## config.mk

```make
export PLATFORM = sky130hd
export DESIGN_NAME = sdrt_core
export DESIGN_NICKNAME = d
export VERILOG_FILES = /design/src/sdrt_core.v
export VERILOG_INCLUDE_DIRS = /design/src /design/src/include
export SDC_FILE = /design/constraint.sdc
export NUM_CORES = 1
export LEC_CHECK = 0
export BUFFER_PORTS_ARGS = -buffer_cell sky130_fd_sc_hd__buf_2
export CAP_MARGIN = 15
export CORE_MARGIN = 2
export CORE_UTILIZATION = 56
export DETAILED_ROUTE_END_ITERATION = 12
export GPL_TIMING_DRIVEN = 1
export MAX_ROUTING_LAYER = met4
export PLACE_DENSITY = 0.81
export REMOVE_ABC_BUFFERS = 1
export SLEW_MARGIN = 25
export SYNTH_ARGS = -nofsm -noshare
export SYNTH_HDL_FRONTEND = slang
export SYNTH_SLANG_ARGS = --single-unit
```

## constraint.sdc

```tcl
create_clock -name core_clk -period 4.5 [get_ports core_clk]
set_input_delay 0.9 -clock core_clk [delete_from_list [all_inputs] [get_ports core_clk]]
set_output_delay 0.9 -clock core_clk [all_outputs]
set_load 0.02 [all_outputs]
```

## src/include/sdrt_map.vh

```
`ifndef SDRT_MAP_VH
`define SDRT_MAP_VH
// ----------------------------------------
// fifo geometry
// ----------------------------------------
`define SDRT_FIFO_DEPTH 11'h400
`define SDRT_LVL_W 11
// ----------------------------------------
// raw status bit positions
// ----------------------------------------
`define SDRT_B_RESP_ERR 0
`define SDRT_B_RESP_TMO 1
`define SDRT_B_DATA_CRC 2
`define SDRT_B_DATA_TMO 3
`define SDRT_B_HOST_TMO 4
`define SDRT_B_FIFO_ERR 5
`define SDRT_B_HW_LOCK 6
`define SDRT_B_BIT_ERR 7
`define SDRT_NSTAT 8
// ----------------------------------------
// reset values
// ----------------------------------------
`define SDRT_RST_MASK 8'h00
`define SDRT_RST_INTEN 1'h0
// ----------------------------------------
// timing: response wait in card clock edges
// ----------------------------------------
`define SDRT_RESP_EDGES 8'h40
// host starvation wait, ns, and cycles at 8 ns
`define SDRT_HTO_NS 65536
`define SDRT_CLK_NS 8
`define SDRT_HTO_CYC (`SDRT_HTO_NS / `SDRT_CLK_NS)
`endif

```

## src/sdrt_core.v

```verilog
// Overview of operation
// RQ1: software sets threshold to block words
// RQ2: burst field picks 1..256 word transfers
// RQ3: software sets watermark to burst minus one
// RQ4: block size word aligned, under 4096
// RQ5: large block uses full block threshold
// RQ6: reset clears interrupt enable and masks
// RQ7: flag data timeout, expose byte count
// RQ8: response receive error sets response flag
// RQ9: data crc or framing error sets flag
// RQ10: start while buffer busy locks, discards
// RQ11: flag overrun and underrun on fifo
// RQ12: software checks empty/full before access
// RQ13: flag host starvation on slow service
// RQ14: missing ce-ata response is response timeout
// RQ15: negative write crc flags, transfer continues
// RQ16: card sends completion or finishes count
// RQ17: abort read with disable then stop
// RQ18: read issues only with threshold room
// RQ19: threshold only when block fits fifo
// RQ20: own raw bit, masked, globally enabled
`include "sdrt_map.vh"
`default_nettype none
module sdrt_core #(
   parameter HTO_CYCLES = `SDRT_HTO_CYC // starvation limit, shortenable
) (
   input wire core_clk, // controller clock
   input wire rst, // synchronous reset, active high
   input wire ce, // clock enable, freezes all state when low
   input wire card_clk, // card clock pin, sampled
   input wire card_cmd, // card command line pin
   input wire card_dat0, // card data line 0 pin
   input wire start_cmd, // software command start pulse
   input wire cmd_data, // command carries data
   input wire cmd_read, // data direction is card to host
   input wire thr_en, // read threshold enable
   input wire [10:0] thr_words, // read threshold in words
   input wire [2:0] dma_burst_size, // burst code, 1..256 transfers
   input wire [11:0] rx_wmark, // receive watermark
   input wire [11:0] blk_bytes, // block size in bytes
   input wire [15:0] data_tmo, // data start wait, card edges
   input wire card_push, // datapath writes a word into fifo
   input wire card_pop, // datapath takes a word from fifo
   input wire sw_push, // software writes fifo
   input wire sw_pop, // software reads fifo
   input wire data_done, // datapath finished all bytes
   input wire resp_crc_bad, // response crc mismatch
   input wire resp_fmt_bad, // response framing error
   input wire data_crc_bad, // data crc mismatch on a block
   input wire data_sbit_bad, // data start bit not found
   input wire data_ebit_bad, // data end bit not found
   input wire wr_crc_neg, // card returned negative crc status
   input wire abort_req, // request ce-ata read abort
   input wire cfg_wr, // load mask and enable
   input wire [7:0] cfg_mask, // interrupt mask, 1 passes
   input wire cfg_int_en, // global interrupt enable
   input wire [7:0] stat_clr, // write one to clear raw bits
   output reg cmd_issue, // command goes out on the card bus
   output reg completion_signal_disable_send, // completion disable command pulse
   output reg stop_send, // stop transmission pulse
   output wire cmd_busy, // command buffer occupied
   output reg [7:0] raw_stat, // sticky raw status
   output wire intr, // interrupt out
   output reg [10:0] fifo_level, // words in fifo
   output wire fifo_empty, // fifo empty
   output wire fifo_full, // fifo full
   output wire dma_req, // watermark crossed during read
   output wire burst_bad, // burst does not divide block
   output reg [31:0] tcb_count, // bytes moved on the card side of the fifo
   output reg xfer_active // data transfer in progress
);
   // ----------------------------------------
   // states
   // ----------------------------------------
   localparam S_IDLE = 2'h0; // nothing outstanding
   localparam S_WRSP = 2'h1; // waiting for response start
   localparam S_WDAT = 2'h2; // waiting for data start bit
   localparam S_XFER = 2'h3; // data moving
   localparam [10:0] DEPTH = `SDRT_FIFO_DEPTH;
   localparam [31:0] HTO_LIM = HTO_CYCLES;
   // ----------------------------------------
   // pin synchronisers
   // ----------------------------------------
   reg [2:0] clk_s_q; // card clock, two stages plus history
   reg [1:0] cmd_s_q; // command line stages
   reg [1:0] dat_s_q; // data line stages
   wire clk_rise; // one core cycle per card clock rise
   // stage 0 feeds stage 1 only; edges come from later stages
   always @(posedge core_clk) begin
      if (rst) begin
         clk_s_q <= 3'h0;
         cmd_s_q <= 2'h3;
         dat_s_q <= 2'h3;
      end else if (ce) begin
         clk_s_q <= {clk_s_q[1:0], card_clk};
         cmd_s_q <= {cmd_s_q[0], card_cmd};
         dat_s_q <= {dat_s_q[0], card_dat0};
      end
   end
   assign clk_rise = clk_s_q[1] & ~clk_s_q[2];
   // ----------------------------------------
   // fifo occupancy
   // ----------------------------------------
   wire ovr; // software write into full fifo
   wire unr; // software read from empty fifo
   wire [10:0] free_words; // room left in fifo
   reg [10:0] lvl_d; // next level
   assign fifo_empty = (fifo_level == 11'h000);
   assign fifo_full = (fifo_level == DEPTH);
   assign ovr = sw_push & fifo_full; // [RQ11]
   assign unr = sw_pop & fifo_empty; // [RQ11]
   assign free_words = DEPTH - fifo_level;
   // refused accesses leave the level alone so it never wraps
   always @* begin
      lvl_d = fifo_level;
      if ((card_push | (sw_push & ~ovr)) & ~fifo_full) begin
         lvl_d = lvl_d + 11'h001;
      end
      if ((card_pop | (sw_pop & ~unr)) & ~fifo_empty) begin
         lvl_d = lvl_d - 11'h001;
      end
   end
   always @(posedge core_clk) begin
      if (rst) begin
         fifo_level <= 11'h000;
      end else if (ce) begin
         fifo_level <= lvl_d;
      end
   end
   // ----------------------------------------
   // dma burst and watermark
   // ----------------------------------------
   reg cmd_rd_q; // buffered or running command reads
   reg [8:0] burst_words; // decoded burst length
   // only the eight legal lengths are encodable
   always @* begin
      case (dma_burst_size) // [RQ2]
         3'h0: burst_words = 9'h001;
         3'h1: burst_words = 9'h004;
         3'h2: burst_words = 9'h008;
         3'h3: burst_words = 9'h010;
         3'h4: burst_words = 9'h020;
         3'h5: burst_words = 9'h040;
         3'h6: burst_words = 9'h080;
         default: burst_words = 9'h100;
      endcase
   end
   // lengths are powers of two, so divisibility is a low-bit test
   assign burst_bad = |(blk_bytes[11:2] & {1'b0, burst_words - 9'h001}); // [RQ2]
   assign dma_req = xfer_active & cmd_rd_q & ({1'b0, fifo_level} > rx_wmark);
   // ----------------------------------------
   // command buffer and threshold gate
   // ----------------------------------------
   reg buf_q; // command waiting in buffer
   reg buf_data_q; // buffered command has data
   reg [1:0] st_q; // sequencer state
   wire room_ok; // threshold satisfied
   wire lock_err; // start refused
   wire go; // command leaves the buffer
   assign cmd_busy = buf_q;
   assign lock_err = start_cmd & buf_q; // [RQ10]
   // without the gate a read could stall the card clock mid block
   assign room_ok = ~(thr_en & buf_data_q & cmd_rd_q) | (free_words >= thr_words); // [RQ18]
   assign go = buf_q & room_ok & (st_q == S_IDLE);
   // load, discard on lock, release on issue
   always @(posedge core_clk) begin
      if (rst) begin
         buf_q <= 1'b0;
         buf_data_q <= 1'b0;
         cmd_rd_q <= 1'b0;
         cmd_issue <= 1'b0;
      end else if (ce) begin
         cmd_issue <= go;
         if (go) begin
            buf_q <= 1'b0;
         end else if (start_cmd & ~buf_q) begin
            buf_q <= 1'b1;
            buf_data_q <= cmd_data;
            cmd_rd_q <= cmd_read;
         end
      end
   end
   // ----------------------------------------
   // response and data sequencer
   // ----------------------------------------
   reg [15:0] edge_cnt_q; // card edges spent waiting
   reg rto_p; // response timeout event
   reg dto_p; // data timeout event
   // all waits count card clock rises, so a stopped clock never times out
   always @(posedge core_clk) begin
      if (rst) begin
         st_q <= S_IDLE;
         edge_cnt_q <= 16'h0000;
         xfer_active <= 1'b0;
         rto_p <= 1'b0;
         dto_p <= 1'b0;
      end else if (ce) begin
         rto_p <= 1'b0;
         dto_p <= 1'b0;
         case (st_q)
            S_IDLE: begin
               edge_cnt_q <= 16'h0000;
               if (go) begin
                  st_q <= S_WRSP;
               end
            end
            S_WRSP: begin
               if (~cmd_s_q[1]) begin
                  edge_cnt_q <= 16'h0000;
                  // response start bit seen
                  if (buf_data_q & cmd_rd_q) begin
                     st_q <= S_WDAT;
                  end else if (buf_data_q) begin
                     st_q <= S_XFER;
                     xfer_active <= 1'b1;
                  end else begin
                     st_q <= S_IDLE;
                  end
               end else if (clk_rise) begin
                  if (edge_cnt_q[7:0] == `SDRT_RESP_EDGES) begin
                     // silent ce-ata card after a bad command lands here
                     rto_p <= 1'b1; // [RQ14]
                     st_q <= S_IDLE;
                  end else begin
                     edge_cnt_q <= edge_cnt_q + 16'h0001;
                  end
               end
            end
            S_WDAT: begin
               if (~dat_s_q[1]) begin
                  st_q <= S_XFER;
                  xfer_active <= 1'b1;
               end else if (clk_rise) begin
                  if (edge_cnt_q == data_tmo) begin
                     dto_p <= 1'b1; // [RQ7]
                     st_q <= S_IDLE;
                  end else begin
                     edge_cnt_q <= edge_cnt_q + 16'h0001;
                  end
               end
            end
            S_XFER: begin
               // negative crc status does not stop the write
               if (data_done) begin // [RQ15]
                  st_q <= S_IDLE;
                  xfer_active <= 1'b0;
               end
            end
            default: begin
               st_q <= S_IDLE;
               xfer_active <= 1'b0;
            end
         endcase
      end
   end
   // ----------------------------------------
   // transferred byte count
   // ----------------------------------------
   // cleared at each issue, so it reads how far the last transfer got
   always @(posedge core_clk) begin
      if (rst) begin
         tcb_count <= 32'h00000000;
      end else if (ce) begin
         if (go) begin
            tcb_count <= 32'h00000000;
         end else if (cmd_rd_q ? card_push : card_pop) begin
            tcb_count <= tcb_count + 32'h00000004; // [RQ7]
         end
      end
   end
   // ----------------------------------------
   // host starvation
   // ----------------------------------------
   reg [31:0] hto_cnt_q; // cycles stalled on software
   reg hto_p; // starvation event
   wire starved; // card side blocked by fifo
   assign starved = xfer_active & (cmd_rd_q ? fifo_full : fifo_empty);
   always @(posedge core_clk) begin
      if (rst) begin
         hto_cnt_q <= 32'h00000000;
         hto_p <= 1'b0;
      end else if (ce) begin
         hto_p <= 1'b0;
         if (~starved) begin
            hto_cnt_q <= 32'h00000000;
         end else if (hto_cnt_q == HTO_LIM - 32'h00000001) begin
            hto_p <= 1'b1; // [RQ13]
            hto_cnt_q <= 32'h00000000;
         end else begin
            hto_cnt_q <= hto_cnt_q + 32'h00000001;
         end
      end
   end
   // ----------------------------------------
   // ce-ata abort: disable completion, then stop
   // ----------------------------------------
   always @(posedge core_clk) begin
      if (rst) begin
         completion_signal_disable_send <= 1'b0;
         stop_send <= 1'b0;
      end else if (ce) begin
         completion_signal_disable_send <= abort_req & ~completion_signal_disable_send; // [RQ17]
         stop_send <= completion_signal_disable_send; // [RQ17]
      end
   end
   // ----------------------------------------
   // raw status and interrupt gating
   // ----------------------------------------
   reg [7:0] set_v; // events this cycle
   reg [7:0] mask_q; // interrupt mask
   reg int_en_q; // global enable
   always @* begin
      set_v = 8'h00;
      set_v[`SDRT_B_RESP_ERR] = resp_crc_bad | resp_fmt_bad; // [RQ8]
      set_v[`SDRT_B_RESP_TMO] = rto_p; // [RQ14]
      set_v[`SDRT_B_DATA_CRC] = data_crc_bad | wr_crc_neg; // [RQ9] [RQ15]
      set_v[`SDRT_B_DATA_TMO] = dto_p; // [RQ7]
      set_v[`SDRT_B_HOST_TMO] = hto_p; // [RQ13]
      set_v[`SDRT_B_FIFO_ERR] = ovr | unr; // [RQ11]
      set_v[`SDRT_B_HW_LOCK] = lock_err; // [RQ10]
      set_v[`SDRT_B_BIT_ERR] = data_sbit_bad | data_ebit_bad; // [RQ9]
   end
   // a set in the clearing cycle survives
   always @(posedge core_clk) begin
      if (rst) begin
         raw_stat <= 8'h00;
         mask_q <= `SDRT_RST_MASK; // [RQ6]
         int_en_q <= `SDRT_RST_INTEN; // [RQ6]
      end else if (ce) begin
         raw_stat <= (raw_stat & ~stat_clr) | set_v; // [RQ20]
         if (cfg_wr) begin
            mask_q <= cfg_mask;
            int_en_q <= cfg_int_en;
         end
      end
   end
   assign intr = int_en_q & |(raw_stat & mask_q); // [RQ20]
endmodule // sdrt_core
`default_nettype wire

```

* Word-level counts from Yosys, hierarchy flattened
Index checks and enable logic that the tools add are counted.
W data, S select, Z words.
** Storage, ports and cells
- Logic and storage cells :: 158
- Input port bits :: 94
- Register bits after elaboration :: 127
- Output and inout port bits :: 61
** Operators by class
- Equality and inequality tests :: 27
- Bitwise gates (word level) :: 40
- Multiplexer cells :: 45
- Add/subtract/negate cells :: 7
- Order comparisons :: 2
- Reductions and logical operators :: 16
** Operators by type and width (number)
- $mux W32 :: 4
- $mux W16 :: 6
- $pmux W9 S7 :: 1
- $pmux W16 S3 :: 1
- $add A32 B1 Y32 const B :: 1
- $add A32 B3 Y32 const B :: 1
- $eq A32 B13 Y1 const B :: 1
- $mux W11 :: 2
- $reduce_and A7 Y1 :: 3
- $mux W2 :: 10
- $and A1 B1 Y1 :: 19
- $mux W1 :: 19
- $ne A2 B2 Y1 const B :: 9
- $add A16 B1 Y16 const B :: 1
- $and A8 B8 Y8 :: 2
- $eq A16 B16 Y1 :: 1
- $ne A3 B3 Y1 const B :: 5
- $gt A11 B12 Y1 :: 1
- $add A11 B1 Y11 const B :: 1
- $eq A11 B11 Y1 const B :: 1
- $ge A11 B11 Y1 :: 1
- $logic_not A11 Y1 :: 1
- $sub A11 B1 Y11 const B :: 1
- $sub A11 B11 Y11 const A :: 1
- other kinds (22) :: 44

* Depth between registers and ports, before layout
Gate-level depths: netlist of the first run.
- Word-level depth :: 9
- Depth in mapped cells :: 16
- Gate-level depth less buffers :: 13

* Worst setup path before layout of the first run
OpenSTA, ideal clock, no wires.
- Kind :: register -> register
- From :: reg fifo_level[0]
- To :: reg fifo_level[10]
- Buffers on the path :: 1
- Required time :: 4.377 ns
- Clock period less this slack :: 3.459 ns
- Slack :: 1.041 ns
- Arrival :: 3.336 ns
- Setup time :: 0.123 ns
- Stages on the path, launching flop included :: 15
- Path through :: dfxtp_1 buf_2 inv_1 ha_1 nor4b_4 nand4_1 inv_2 o21ai_0 and2_1 ha_1 nor3b_4 nand4_2 or4_1 a21oi_1 mux2_1
** On the way
- Word-level cells in the longest chain between the ends :: 9
- Elaborated cells between the ends (all ways) :: 18
- Classes of those cells :: add/sub (2); eq/ne (1); mux (2); bitwise (12); reduce/logical (1)
** Ends and longest elaborated chain
- start, declared :: line sdrt_core.v:64 : output reg [10:0] fifo_level,
- start signal, assigned :: line sdrt_core.v:127 : fifo_level <= lvl_d;
- $eq A11 B11 Y1 (*) :: line sdrt_core.v:109 : assign fifo_full = (fifo_level == DEPTH);
- via fifo_full :: line sdrt_core.v:66 : output wire fifo_full,
- $and A1 B1 Y1 :: line sdrt_core.v:110 : assign ovr = sw_push & fifo_full;
- $not A1 Y1 :: line sdrt_core.v:116 : if ((card_push | (sw_push & ~ovr)) & ~fifo_full) begin
- $and A1 B1 Y1 :: line sdrt_core.v:116
- $or A1 B1 Y1 :: line sdrt_core.v:116
- $and A1 B1 Y1 (*) :: line sdrt_core.v:116
- $mux W11 (*) :: line sdrt_core.v:116
- $sub A11 B1 Y11 :: line sdrt_core.v:120 : lvl_d = lvl_d - 11'h001;
- $mux W11 (*) :: line sdrt_core.v:119 : if ((card_pop | (sw_pop & ~unr)) & ~fifo_empty) begin
The timed path passes the listed nets; every way through them passes the cells marked *.
A chain may end at the register's enable or synchronous reset.

* Worst setup path in the final report of the first run
- From :: reg fifo_level[2]
- To :: reg tcb_count[10]
** On the way
- Word-level cells in the longest chain between the ends :: 7
- Elaborated cells between the ends (all ways) :: 8
- Classes of those cells :: add/sub (1); order compare (1); mux (1); bitwise (3); reduce/logical (2)
** Ends and longest elaborated chain
- $sub A11 B11 Y11 (*) :: line sdrt_core.v:112 : assign free_words = DEPTH - fifo_level;
- $ge A11 B11 Y1 (*) :: line sdrt_core.v:163 : assign room_ok = ~(thr_en & buf_data_q & cmd_rd_q) | (free_words >= thr_words);
- $or A1 B1 Y1 (*) :: line sdrt_core.v:163
- $and A1 B1 Y1 (*) (2 in series) :: line sdrt_core.v:164 : assign go = buf_q & room_ok & (st_q == S_IDLE);
- $reduce_bool A2 Y1 (no source line)
- $reduce_and A2 Y1 (no source line)
- end signal, assigned :: line sdrt_core.v:267 : tcb_count <= tcb_count + 32'h00000004;
- end, declared :: line sdrt_core.v:69 : output reg [31:0] tcb_count,
Mark *: on every way between the ends. The rest lies on a longest branch, timed or not.

==> metrics, run 1 <==
status completed; Max VDD drop approximately 460 µV; antenna cells 0; register area 2502 µm²; RSZ-0062 raised after global routing false; max-slew violations 0; Yosys top cell by area dfxtp_1; Critical Path AT around 4000 ps; H-Tree Depth 4; Nets 1167; Final ANT Viol Nets 0; initial DRC count 513; R2R depth 11; Compound-Gate Fraction of Synth Area 16.77%; number of vias per cell ~5.8; vias 7086; reg2reg end tcb_count[10]; hold buffers post-CTS 0; Site Rows 41; Num CTS Buffers 17; global-route usage over all layers 26.57%; Yosys reg bits around 130; Synth Cell Area 7381 µm²; Post-Synth XOR/XNOR Area 8.425%; R2R setup slack 830 ps; synthesized instance count 909; antenna violations before repair 0; I/O pins 155; CP Cell Sequence nand2b_1, nand3b_1, nor3_1, xor2_1, ha_1, and4_1, and4_1, a211oi_4, buf_4, or4_1, a21oi_1; Layout area overhead 19.31%; core area 12720 µm²; GR Overflow Total 0; # fillers around 1100; Fmax 272.5 MHz; Final Hold Fails 0; ys async rst share 0%; DR WL/cell between 10 and 15 µm; final instance area 8806 µm²; Critical Path RT around 4900 ps; min Tclk post-route 3670 ps; DP Area 8213 µm²; Post-synth top cells dfxtp_1, nor2_1, a21oi_1; Synth Area in Simple Gates roughly 28%; CP Capture Type register; Hold Crit Start mask_q[2]; top-count cell post-synth dfxtp_1; crit-path max cell delay 550 ps; Worst-path clk slew 60 ps; post-cts sizing count 0; final WL 18.04 mm; final worst-path cycle share 81.56%; Util after Layout 69.22%; Top cell by count, worst path and4_1; Hold Path Cell Cnt 2; Synth Warn # 0; Port Buf Inserts around 150; largest family of logic cells by synthesized area simple AND/OR/NAND/NOR gates; WHS Endpoint mask_q[2]; max-cap violations 0; Skew-Pair Late Insertion Delay 420 ps; synth top area cells dfxtp_1, ha_1, xnor2_1; P_leak 3.611 nW; Die Area 14110 µm²; Overall Power approximately 4 mW; initial core utilization 58.02%; layout cells sized above 1 20.46%; Synth Area in Adders 5.933%; first-pass GRT wire length 30.41 mm; Worst slew margin between 40% and 50%; Critical Path Source fifo_level[2]; Critical-path top delay cell dfxtp_1; CTS tree built; mux cell area share after synthesis 2.373%; area of the multi-input gates about 4500 µm²; residual DRC count 0; PwrDens 467.1 nW/µm²; Worst Tran Pin Value 755.8 ps; Reg-to-Reg Start fifo_level[2]; Root Buffer clkbuf_16; Hold WC Path Type reg -> reg; number of synthesized flops with an enable pin 0; CP startpoint kind register; ys flop type dfxtp_1; pin count of the biggest net entering global routing 57; crit-path max FO 56; Synth top area share 33.90%; gpl congestion 0.8807; TritonRoute pass-1 iters 5; vias in the first global route 6576; HPWL after DPL about 13 mm; Seq/Total Area, Yosys 33.90%; clk buf depth 2; Die Ht 118.8 µm; Max Clock Skew roughly 7 ps; Syn Area/Cell 8.120 µm²; Die W 118.8 µm; Setup Buffers After CTS 0; CTS Sinks 125; Yosys cell types 74; # setup viols final 0; Crit Path Class reg -> reg
[power by group]
group	internal, mW	switching [mW]	total, mW
clock network	0.845	0.519	1.36
registers	1.16	0.114	1.28
logic	0.650	0.822	1.47
[final cells by class]
class                           count  area share (%)
Multi-Input combinational cell    695           51.43
Tap cell                          172           2.444
Clock inverter                     13           1.591
Sequential cell                   125           28.42
Inverter                           42           1.790
Timing Repair Buffer              157           9.179
Clock buffer                       19           5.143
[critical path: cells and delay by family, from the launching register on]
kind	cells	cell delay (ps)
xor+xnor	1	140
buf+inv	1	290
flops	1	550
fa+ha+maj	1	320
simple gates	6	2020
compound gates	2	240
[how the worst max path moves through the flow]
stage               slack [ps]  depth (start not counted)             to
finish                     830                         11  tcb_count[10]
floorplan                 -780                         13  tcb_count[11]
global route               540                         13  tcb_count[10]
global placement           990                         11  tcb_count[10]
CTS                        890                         13  tcb_count[10]
detailed placement         920                         13  tcb_count[26]
[through the flow]
step / std cells / setup TNS, ps / hold slack (ps) / setup slack [ps]
3_3_place_gp: 1191 / 0 / 444.2 / 985.6
6_report: 1223 / 0 / 461.8 / 829.9
4_1_cts: 1223 / 0 / 460.1 / 887.6
5_1_grt: 1223 / 0 / 476.1 / 536.8
2_1_floorplan: 862 / -21540 / 430.0 / -781.6
3_5_place_dp: 1191 / 0 / 450.2 / 915.2
[registers in the layout, summed over array words and instances (netlist names)]
signal,cells
cmd_issue,1
hto_cnt_q,32
buf_data_q,1
dat_s_q,2
edge_cnt_q,16
cmd_rd_q,1
dto_p,1
rto_p,1
fifo_level,11
tcb_count,30
hto_p,1
xfer_active,1
cmd_s_q,2
st_q,2
int_en_q,1
completion_signal_disable_send,1
raw_stat,8
stop_send,1
cmd_busy,1
clk_s_q,3
mask_q,8
[cells by family after synthesis]
| family | Yosys count |
|---|---|
| simple gates | 375 |
| compound gates | 195 |
| flops | 125 |
| buf+inv | 90 |
| xor+xnor | 71 |
| fa+ha+maj | 35 |
| mux | 17 |
| other cells | 1 |
[layout by cell type (no fill, tap or decap), types with 5 or more instances in the layout]
| cell type | instances |
|---|---|
| nand3_1 | 59 |
| nor2_1 | 82 |
| a31o_2 | 6 |
| nor3_1 | 12 |
| ha_1 | 35 |
| a211o_1 | 5 |
| a22oi_1 | 7 |
| nand3b_1 | 7 |
| nand4_1 | 27 |
| or4_1 | 16 |
| nand2_1 | 65 |
| a21oi_1 | 75 |
| buf_2 | 148 |
| and3_1 | 17 |
| clkbuf_16 | 17 |
| nor2b_1 | 9 |
| o21ai_0 | 36 |
| dfxtp_1 | 125 |
| mux2i_1 | 13 |
| o211ai_1 | 6 |
| or3_1 | 27 |
| o31ai_1 | 17 |
| nor4_1 | 8 |
| buf_4 | 9 |
| and4_1 | 8 |
| a21o_1 | 10 |
| nand2b_1 | 10 |
| and2_1 | 8 |
| xor2_1 | 26 |
| inv_1 | 41 |
| xnor2_1 | 45 |
[routing by layer]
metal  routed length (µm)  global-route usage (%)
met5                    0                       -
met1                 8109                   34.22
met4                  386                   9.598
met2                 8511                   41.49
met3                 1034                   5.261
Power figures use the tool's default switching activity.
==> inputs of run 2 (changes only) <==
--- a/config.mk
+++ b/config.mk
@@ -9,11 +9,11 @@
 export BUFFER_PORTS_ARGS = -buffer_cell sky130_fd_sc_hd__buf_2
 export CAP_MARGIN = 15
 export CORE_MARGIN = 2
-export CORE_UTILIZATION = 56
+export CORE_UTILIZATION = 50
 export DETAILED_ROUTE_END_ITERATION = 12
 export GPL_TIMING_DRIVEN = 1
 export MAX_ROUTING_LAYER = met4
-export PLACE_DENSITY = 0.81
+export PLACE_DENSITY = 0.77
 export REMOVE_ABC_BUFFERS = 1
 export SLEW_MARGIN = 25
 export SYNTH_ARGS = -nofsm -noshare
==> constraint.sdc (replaced) <==
create_clock -name core_clk -period 2.95 [get_ports core_clk]
set_input_delay 0.59 -clock core_clk [delete_from_list [all_inputs] [get_ports core_clk]]
set_output_delay 0.59 -clock core_clk [all_outputs]
set_load 0.02 [all_outputs]
==> run 2 against run 1 <==
Cell count rose by 4.3%. Critical endpoint is now tcb_count[27]. Wire length rose by 5.2%. First-iteration DRC count fell by 6.8%. Clock skew rose by 2.2 ps. The flow now finishes with violations (setup timing). Largest power group unchanged. Count of clock-buffer cells in the layout did not move. Combinational power rose by 92%.
==> metrics, run 2 (synthesis results as in run 1) <==
status complete, but fails checks; failing checks setup timing; M3 GR Usage 4.108% (-1.2 points); I/O pins 155 (unchanged); placed cell count 1239 (+4.0%); H-Tree Depth 4 (unchanged); Final Hold Fails 0 (unchanged); CP Cell Sequence nor4_4, buf_4, nand3b_1, xor2_1, ha_1, a21o_1, a21o_1, a21oi_1, nor3b_1, buf_4, a211oi_4, buf_12, or4_4, a21oi_2; Port Buf Inserts 148 (unchanged); max-slew violations 0 (unchanged); CP Capture Type register; # fillers 1242 (+13%); residual DRC count 0 (unchanged); P_sw 2.318 mW (+59%); GRT Max-Usage Layer met2; clk buf depth 2 (unchanged); CTS Sinks 125 (unchanged); layout cells sized above 1 25.18% (+4.7 points); Skew-Pair Late Insertion Delay 420 ps (about the same); crit-path max cell delay 530 ps (-20 ps); antenna violations before repair 0 (unchanged); global-route usage over all layers 24.64% (-1.9 points); initial DRC count 478 (-6.8%); GR Layer Usage met1 30.73% (-3.5 points); pin count of the biggest net entering global routing 45 (-21%); max reg flops 32 (unchanged); max-cap violations 0 (unchanged); Root Buffer clkbuf_16; setup total negative slack -1221 ps (-1221 ps); Critical Path RT 3300 ps (-1550 ps); vias 7202 (+1.6%); sw frac 33.90% (-1.5 points); PwrDens 736.5 nW/µm² (+58%); core area 14480 µm² (+14%); antenna cells 0 (unchanged); CTS tree built; GR Overflow Total 0 (unchanged); Hold WC Path Type in -> reg; gpl congestion 0.9346 (+6.1%); GR Util met2 39.08% (-2.4 points); Max Clock Skew 9.063 ps (+2.249 ps); Layout Cells excl Fill 1276 (+4.3%); Die W 125.5 µm (+5.6%); initial core utilization 50.98% (-7.0 points); sequential group share of total power 27.2% (-3.9 points); top flop regs hto_cnt_q: 32 flops, tcb_count: 30 flops, edge_cnt_q: 16 flops; Nets 1208 (+3.5%); P_leak 3.862 nW (+7.0%); final worst-path cycle share 103.7% (+22 points); min Tclk post-route 3058 ps (-611.9 ps); Fmax 327.0 MHz (+20%); final WL 18.99 mm (+5.2%); Layout area overhead 25.82%; first-pass GRT wire length 31.29 mm (+2.9%); DR WL/cell 14.88 µm (+0.87%); Max VDD drop 464.6 µV (+0.35%); Site Rows 44 (+7.3%); Die Area 15750 µm² (+12%); Crit Path Class reg -> reg; # setup viols final 22 (+22); HPWL after DPL 13.49 mm (+6.0%); Final ANT Viol Nets 0 (unchanged); Worst-path clk slew 60 ps (about the same); fin worst setup slack -108.2 ps (-938.1 ps); Critical-path top delay cell or4_4; Worst Tran Pin Value 690.5 ps (-65.30 ps); vias in the first global route 6744 (+2.6%); TritonRoute pass-1 iters 5 (unchanged); largest register by flop count hto_cnt_q; Pint 4.521 mW (+70%); Die Ht 125.5 µm (+5.6%); RSZ-0062 raised after global routing true; clock power share 31.6% (-1.6 points); most frequent cells in the layout buf_2, dfxtp_1, nor2_1; crit-path max FO 39 (-30%); Critical Path AT 3410 ps (-610 ps); Num CTS Buffers 17 (unchanged); commonest non-fill, non-tap cell in the layout buf_2; number of vias per cell 5.644 (-2.6%); CP startpoint kind register; Gate power share 41.2% (+5.4 points); Worst slew margin 53.84% (+4.3 points)
==> run 2: cell count changes in the layout (fill, tap and decap cells not counted), sizes merged <==
cell,change
inv,-1
bufinv,+1
clkinv,+3
buf,+41
clkinvlp,-3
==> run 2: path summary, 6_finish.rpt <==
path | from | to | slack (ps) | depth (start not counted)
worst max-delay path | fifo_level[6] | tcb_count[27] | -110 | 14
worst min-delay path | card_dat0 | dat_s_q[0] | 370 | 2
worst max register to register | fifo_level[6] | tcb_count[27] | -110 | 14
worst min register to register | mask_q[4] | mask_q[4] | 450 | 2
==> run 2: stage by stage <==
stage / total power [mW] / area [µm²] / hold WS (ps) / util (%) / setup WS (ps)
after detailed placement: 4.524 / 8547 / 446.5 / 59.03 / -175.1
after CTS: 6.836 / 9244 / 358.6 / 63.84 / -69.77
after global routing: 7.250 / 9286 / 362.4 / 64.14 / -261.8
final: 6.839 / 9286 / 371.1 / 64.14 / -108.2
after global placement: 4.458 / 8539 / 443.5 / 58.98 / -66.60
after floorplan: 3.570 / 7173 / 430.0 / - / -2332
==> run 2: what timing repair did <==
item | CTS | global route
pin swaps | 5 | 2
buffers inserted | 3 | 2
hold buffers | 0 | 0
gates resized for setup | 15 | 7
hold endpoints to repair | 0 | 0
setup endpoints to repair | 31 | 35
==> run 2: critical path: cells and delay by family (launching register included) <==
kind            cells  cell delay [ps]
compound gates      5              510
xor+xnor            1              180
fa+ha+maj           1              290
buf+inv             3              500
flops               1              340
simple gates        4             1170
==> run 2: power groups by stage <==
| stage | clock, mW | combinational (mW) | sequential [mW] |
|---|---|---|---|
| floorplan | 0 | 1.52 | 2.05 |
| detailed placement | 0 | 2.64 | 1.89 |
| global placement | 0 | 2.57 | 1.88 |
| finish | 2.16 | 2.82 | 1.86 |
| CTS | 2.20 | 2.78 | 1.85 |
| global route | 2.27 | 3.11 | 1.87 |
==> run 2: layer usage <==
metal	up-vias	routed length [µm]	share of wire (%)
li1	3607	-	-
met1	3345	8535	45
met2	210	8988	47
met3	40	907	4.8
met4	0	555	2.9
met5	-	0	0
==> run 2: cell type report <==
cell class	instances	area, µm²	area share (%)
sequential	125	2505	26.97
tap	184	230.2	2.479
timing repair buffer	198	1164	12.53
clock buffer	19	452.9	4.877
multi-input combinational	695	4612	49.66
clock inverter	13	165.2	1.778
inverter	42	157.7	1.698
==> inputs of run 3 (changes only) <==
--- a/config.mk
+++ b/config.mk
@@ -6,10 +6,11 @@
 export SDC_FILE = /design/constraint.sdc
 export NUM_CORES = 1
 export LEC_CHECK = 0
+export ABC_AREA = 1
 export BUFFER_PORTS_ARGS = -buffer_cell sky130_fd_sc_hd__buf_2
 export CAP_MARGIN = 15
 export CORE_MARGIN = 2
-export CORE_UTILIZATION = 50
+export CORE_UTILIZATION = 51
 export DETAILED_ROUTE_END_ITERATION = 12
 export GPL_TIMING_DRIVEN = 1
 export MAX_ROUTING_LAYER = met4
==> run 3 against run 2 <==
First-iteration DRC count grew 15%. Highest routed layer unchanged. Flip-flop and latch count is the same. Fmax grew 8.5%. Die area grew 8.5%. Core utilization shrank 1.3 points. Count of clock-buffer cells in the layout grew 1. Area after synthesis grew 11%. Clock skew shrank 1.0 ps. The flow now finishes without violations. Clock power shrank 5%.
==> metrics, run 3 <==
Hold WC Path Type in -> reg; Die W 130.7 µm (+4.2%); Min Hold Slack 375.3 ps (+4.192 ps); clk buf depth 2 (unchanged); Reg-to-Reg Start fifo_level[0]; first-pass GRT wire length 36.18 mm (+16%); Hold Path Cell Cnt 3 (+1); Root Buffer clkbuf_16; RSZ-0062 raised after global routing true; largest register by flop count hto_cnt_q; synth top area cells dfxtp_1, nand2_1, nor2_1; number of vias per cell 5.317 (-5.8%); min Tclk post-route 2818 ps (-239.9 ps); GR Overflow Total 0 (unchanged); Worst-path clk slew 60 ps (about the same); vias in the first global route 7774 (+15%); Post-synth top cells nand2_1, nor2_1, inv_1; number of synthesized flops with an enable pin 0 (unchanged); Pint 3.417 mW (-24%); P_sw 1.516 mW (-35%); Final ANT Viol Nets 0 (unchanged); Die Area 17090 µm² (+8.5%); sw frac 30.73% (-3.2 points); Util after Layout 62.82% (-1.3 points); Max VDD drop 477.9 µV (+2.9%); CP startpoint kind register; Final Hold Fails 0 (unchanged); I/O pins 155 (unchanged); crit-path max FO 16 (-59%); setup total negative slack 0 ps (+1221 ps); max reg flops 32 (unchanged); antenna cells 0 (unchanged); Crit Path Class reg -> reg; Port Buf Inserts 148 (unchanged); Site Rows 46 (+4.5%); CTS tree built; reg2reg end tcb_count[9]; top flop regs hto_cnt_q: 32 flops, tcb_count: 30 flops, edge_cnt_q: 16 flops; Fmax 354.8 MHz (+8.5%); Worst Tran Pin Value 704.2 ps (+13.64 ps); Gate power share 21.4% (-20 points); Skew-Pair Late Insertion Delay 430 ps (about the same); register area 2504 µm² (about the same); DR WL/cell 13.61 µm (-8.5%); Seq/Total Area, Yosys 30.54% (-3.4 points); Yosys reg bits 125 (unchanged); global-route usage over all layers 27.07% (+2.4 points); Die Ht 130.7 µm (+4.2%); Syn Area/Cell 6.738 µm² (-17%); vias 8534 (+18%); TritonRoute pass-1 iters 5 (unchanged); most frequent cells in the layout nand2_1, nor2_1, buf_2; sequential group share of total power 37.1% (+9.9 points); initial DRC count 550 (+15%); P_leak 4.254 nW (+10%); status completed; max-slew violations 0 (unchanged); HPWL after DPL 16.12 mm (+19%); pin count of the biggest net entering global routing 43 (-4.4%); Synth Cell Area 8193 µm² (+11%); CP Capture Type register; H-Tree Depth 4 (unchanged); top-count cell post-synth nand2_1; final worst-path cycle share 95.54% (-8.1 points); Layout area overhead 20.92%; antenna violations before repair 0 (unchanged); area of the multi-input gates 4961 µm² (+7.6%); R2R depth 17 (+3); Yosys top cell by area dfxtp_1; Nets 1506 (+25%); CTS Sinks 125 (unchanged); residual DRC count 0 (unchanged); Hold Crit Start card_dat0; R2R setup slack 130 ps (+240 ps); PwrDens 497.8 nW/µm² (-32%); commonest non-fill, non-tap cell in the layout nand2_1; # fillers 1458 (+17%); Synth top area share 30.54% (-3.4 points); Yosys cell types 54 (-27%); Worst slew margin 52.89% (-0.95 points); Num CTS Buffers 17 (unchanged); core area 15770 µm² (+8.9%); ys async rst share 0% (unchanged); final WL 21.84 mm (+15%); gpl congestion 0.9406 (+0.64%); Critical Path AT 3100 ps (-310 ps); WHS Endpoint dat_s_q[0]; clock power share 41.6% (+10 points); Critical Path RT 3230 ps (-70 ps); initial core utilization 51.95% (+0.98 points); Synth Warn # 0 (unchanged); layout cells sized above 1 20.81% (-4.4 points); # setup viols final 0 (-100%); synthesized instance count 1216 (+34%); ys flop type dfxtp_1; Max Clock Skew 8.052 ps (-1.011 ps); max-cap violations 0 (unchanged)
run 3: cells by family (layout without fill, tap and decap cells):
family | count (synthesis) | count (layout) | synth area share, %
AND/OR/NAND/NOR | 604 | 604 | 34.10
buffers and inverters | 198 | 370 | 9.881
AO/OA/AOI/OAI | 186 | 186 | 12.92
flip-flops | 125 | 125 | 30.54
XOR/XNOR | 67 | 67 | 7.162
adder cells (fa/ha/maj) | 35 | 35 | 5.345
other | 1 | 2 | 0.04577
run 3: worst max-delay path, stage by stage, from the launching register on:
cell	delay [ps]
dfxtp_1	330
inv_2	120
ha_4	170
nand2_1	60
nor2_2	110
nand3_2	100
inv_2	90
nor2_1	50
ha_1	310
a21oi_1	130
o21ai_0	110
a21oi_1	140
nand4_1	240
nand4_1	280
nand2_1	100
buf_6	170
nand3b_1	90
a21oi_1	60
run 3: per-stage QoR:
step	cell area, µm²	worst slack [ps]	cells	total power, mW
after floorplan	7980	-658.0	1176	2.497
after global placement	9201	146.0	1568	2.822
after detailed placement	9201	-48.07	1568	2.849
after CTS	9797	-15.54	1601	4.896
after global routing	9907	-62.94	1605	5.170
final	9907	131.7	1605	4.932
run 3: repair_timing:
| item | in CTS | in global routing |
|---|---|---|
| endpoints found under the setup margin | 2 | 38 |
| pin swaps | 3 | 7 |
| endpoints found under the hold margin | 0 | 0 |
| setup buffers | 2 | 4 |
| hold buffers | 0 | 0 |
| resized for setup | 1 | 23 |
run 3: layout make-up:
class | instances | area share, %
multi-input combinational | 894 | 50.08
sequential | 125 | 25.27
timing repair buffer | 182 | 10.13
inverter | 157 | 5.986
clock buffer | 20 | 4.610
clock inverter | 11 | 1.200
tap | 216 | 2.728
run 3: how the worst max path moves through the flow:
stage | to | slack [ps] | start
detailed placement | cmd_rd_q | -50 | fifo_level[0]
finish | tcb_count[9] | 130 | fifo_level[0]
global route | tcb_count[5] | -60 | fifo_level[0]
global placement | cmd_rd_q | 150 | fifo_level[0]
CTS | tcb_count[5] | -20 | fifo_level[0]
floorplan | tcb_count[13] | -660 | fifo_level[0]
run 3: routing by layer:
| layer | routed length, µm | track usage [%] | vias to the layer above |
|---|---|---|---|
| met1 | 9985 | 34.05 | 3878 |
| met4 | 337 | 7.447 | 0 |
| met2 | 10350 | 45.04 | 273 |
| met3 | 1170 | 4.682 | 32 |
| met5 | 0 | - | - |
| li1 | - | - | 4351 |
run 3: power by group through the flow:
stage | Clock (mW) | Sequential (mW) | Combinational (mW)
after detailed placement | 0 | 1.86 | 0.991
after global placement | 0 | 1.85 | 0.967
after floorplan | 0 | 1.89 | 0.611
after global routing | 2.14 | 1.83 | 1.19
after CTS | 2.07 | 1.82 | 1.00
final | 2.05 | 1.83 | 1.05
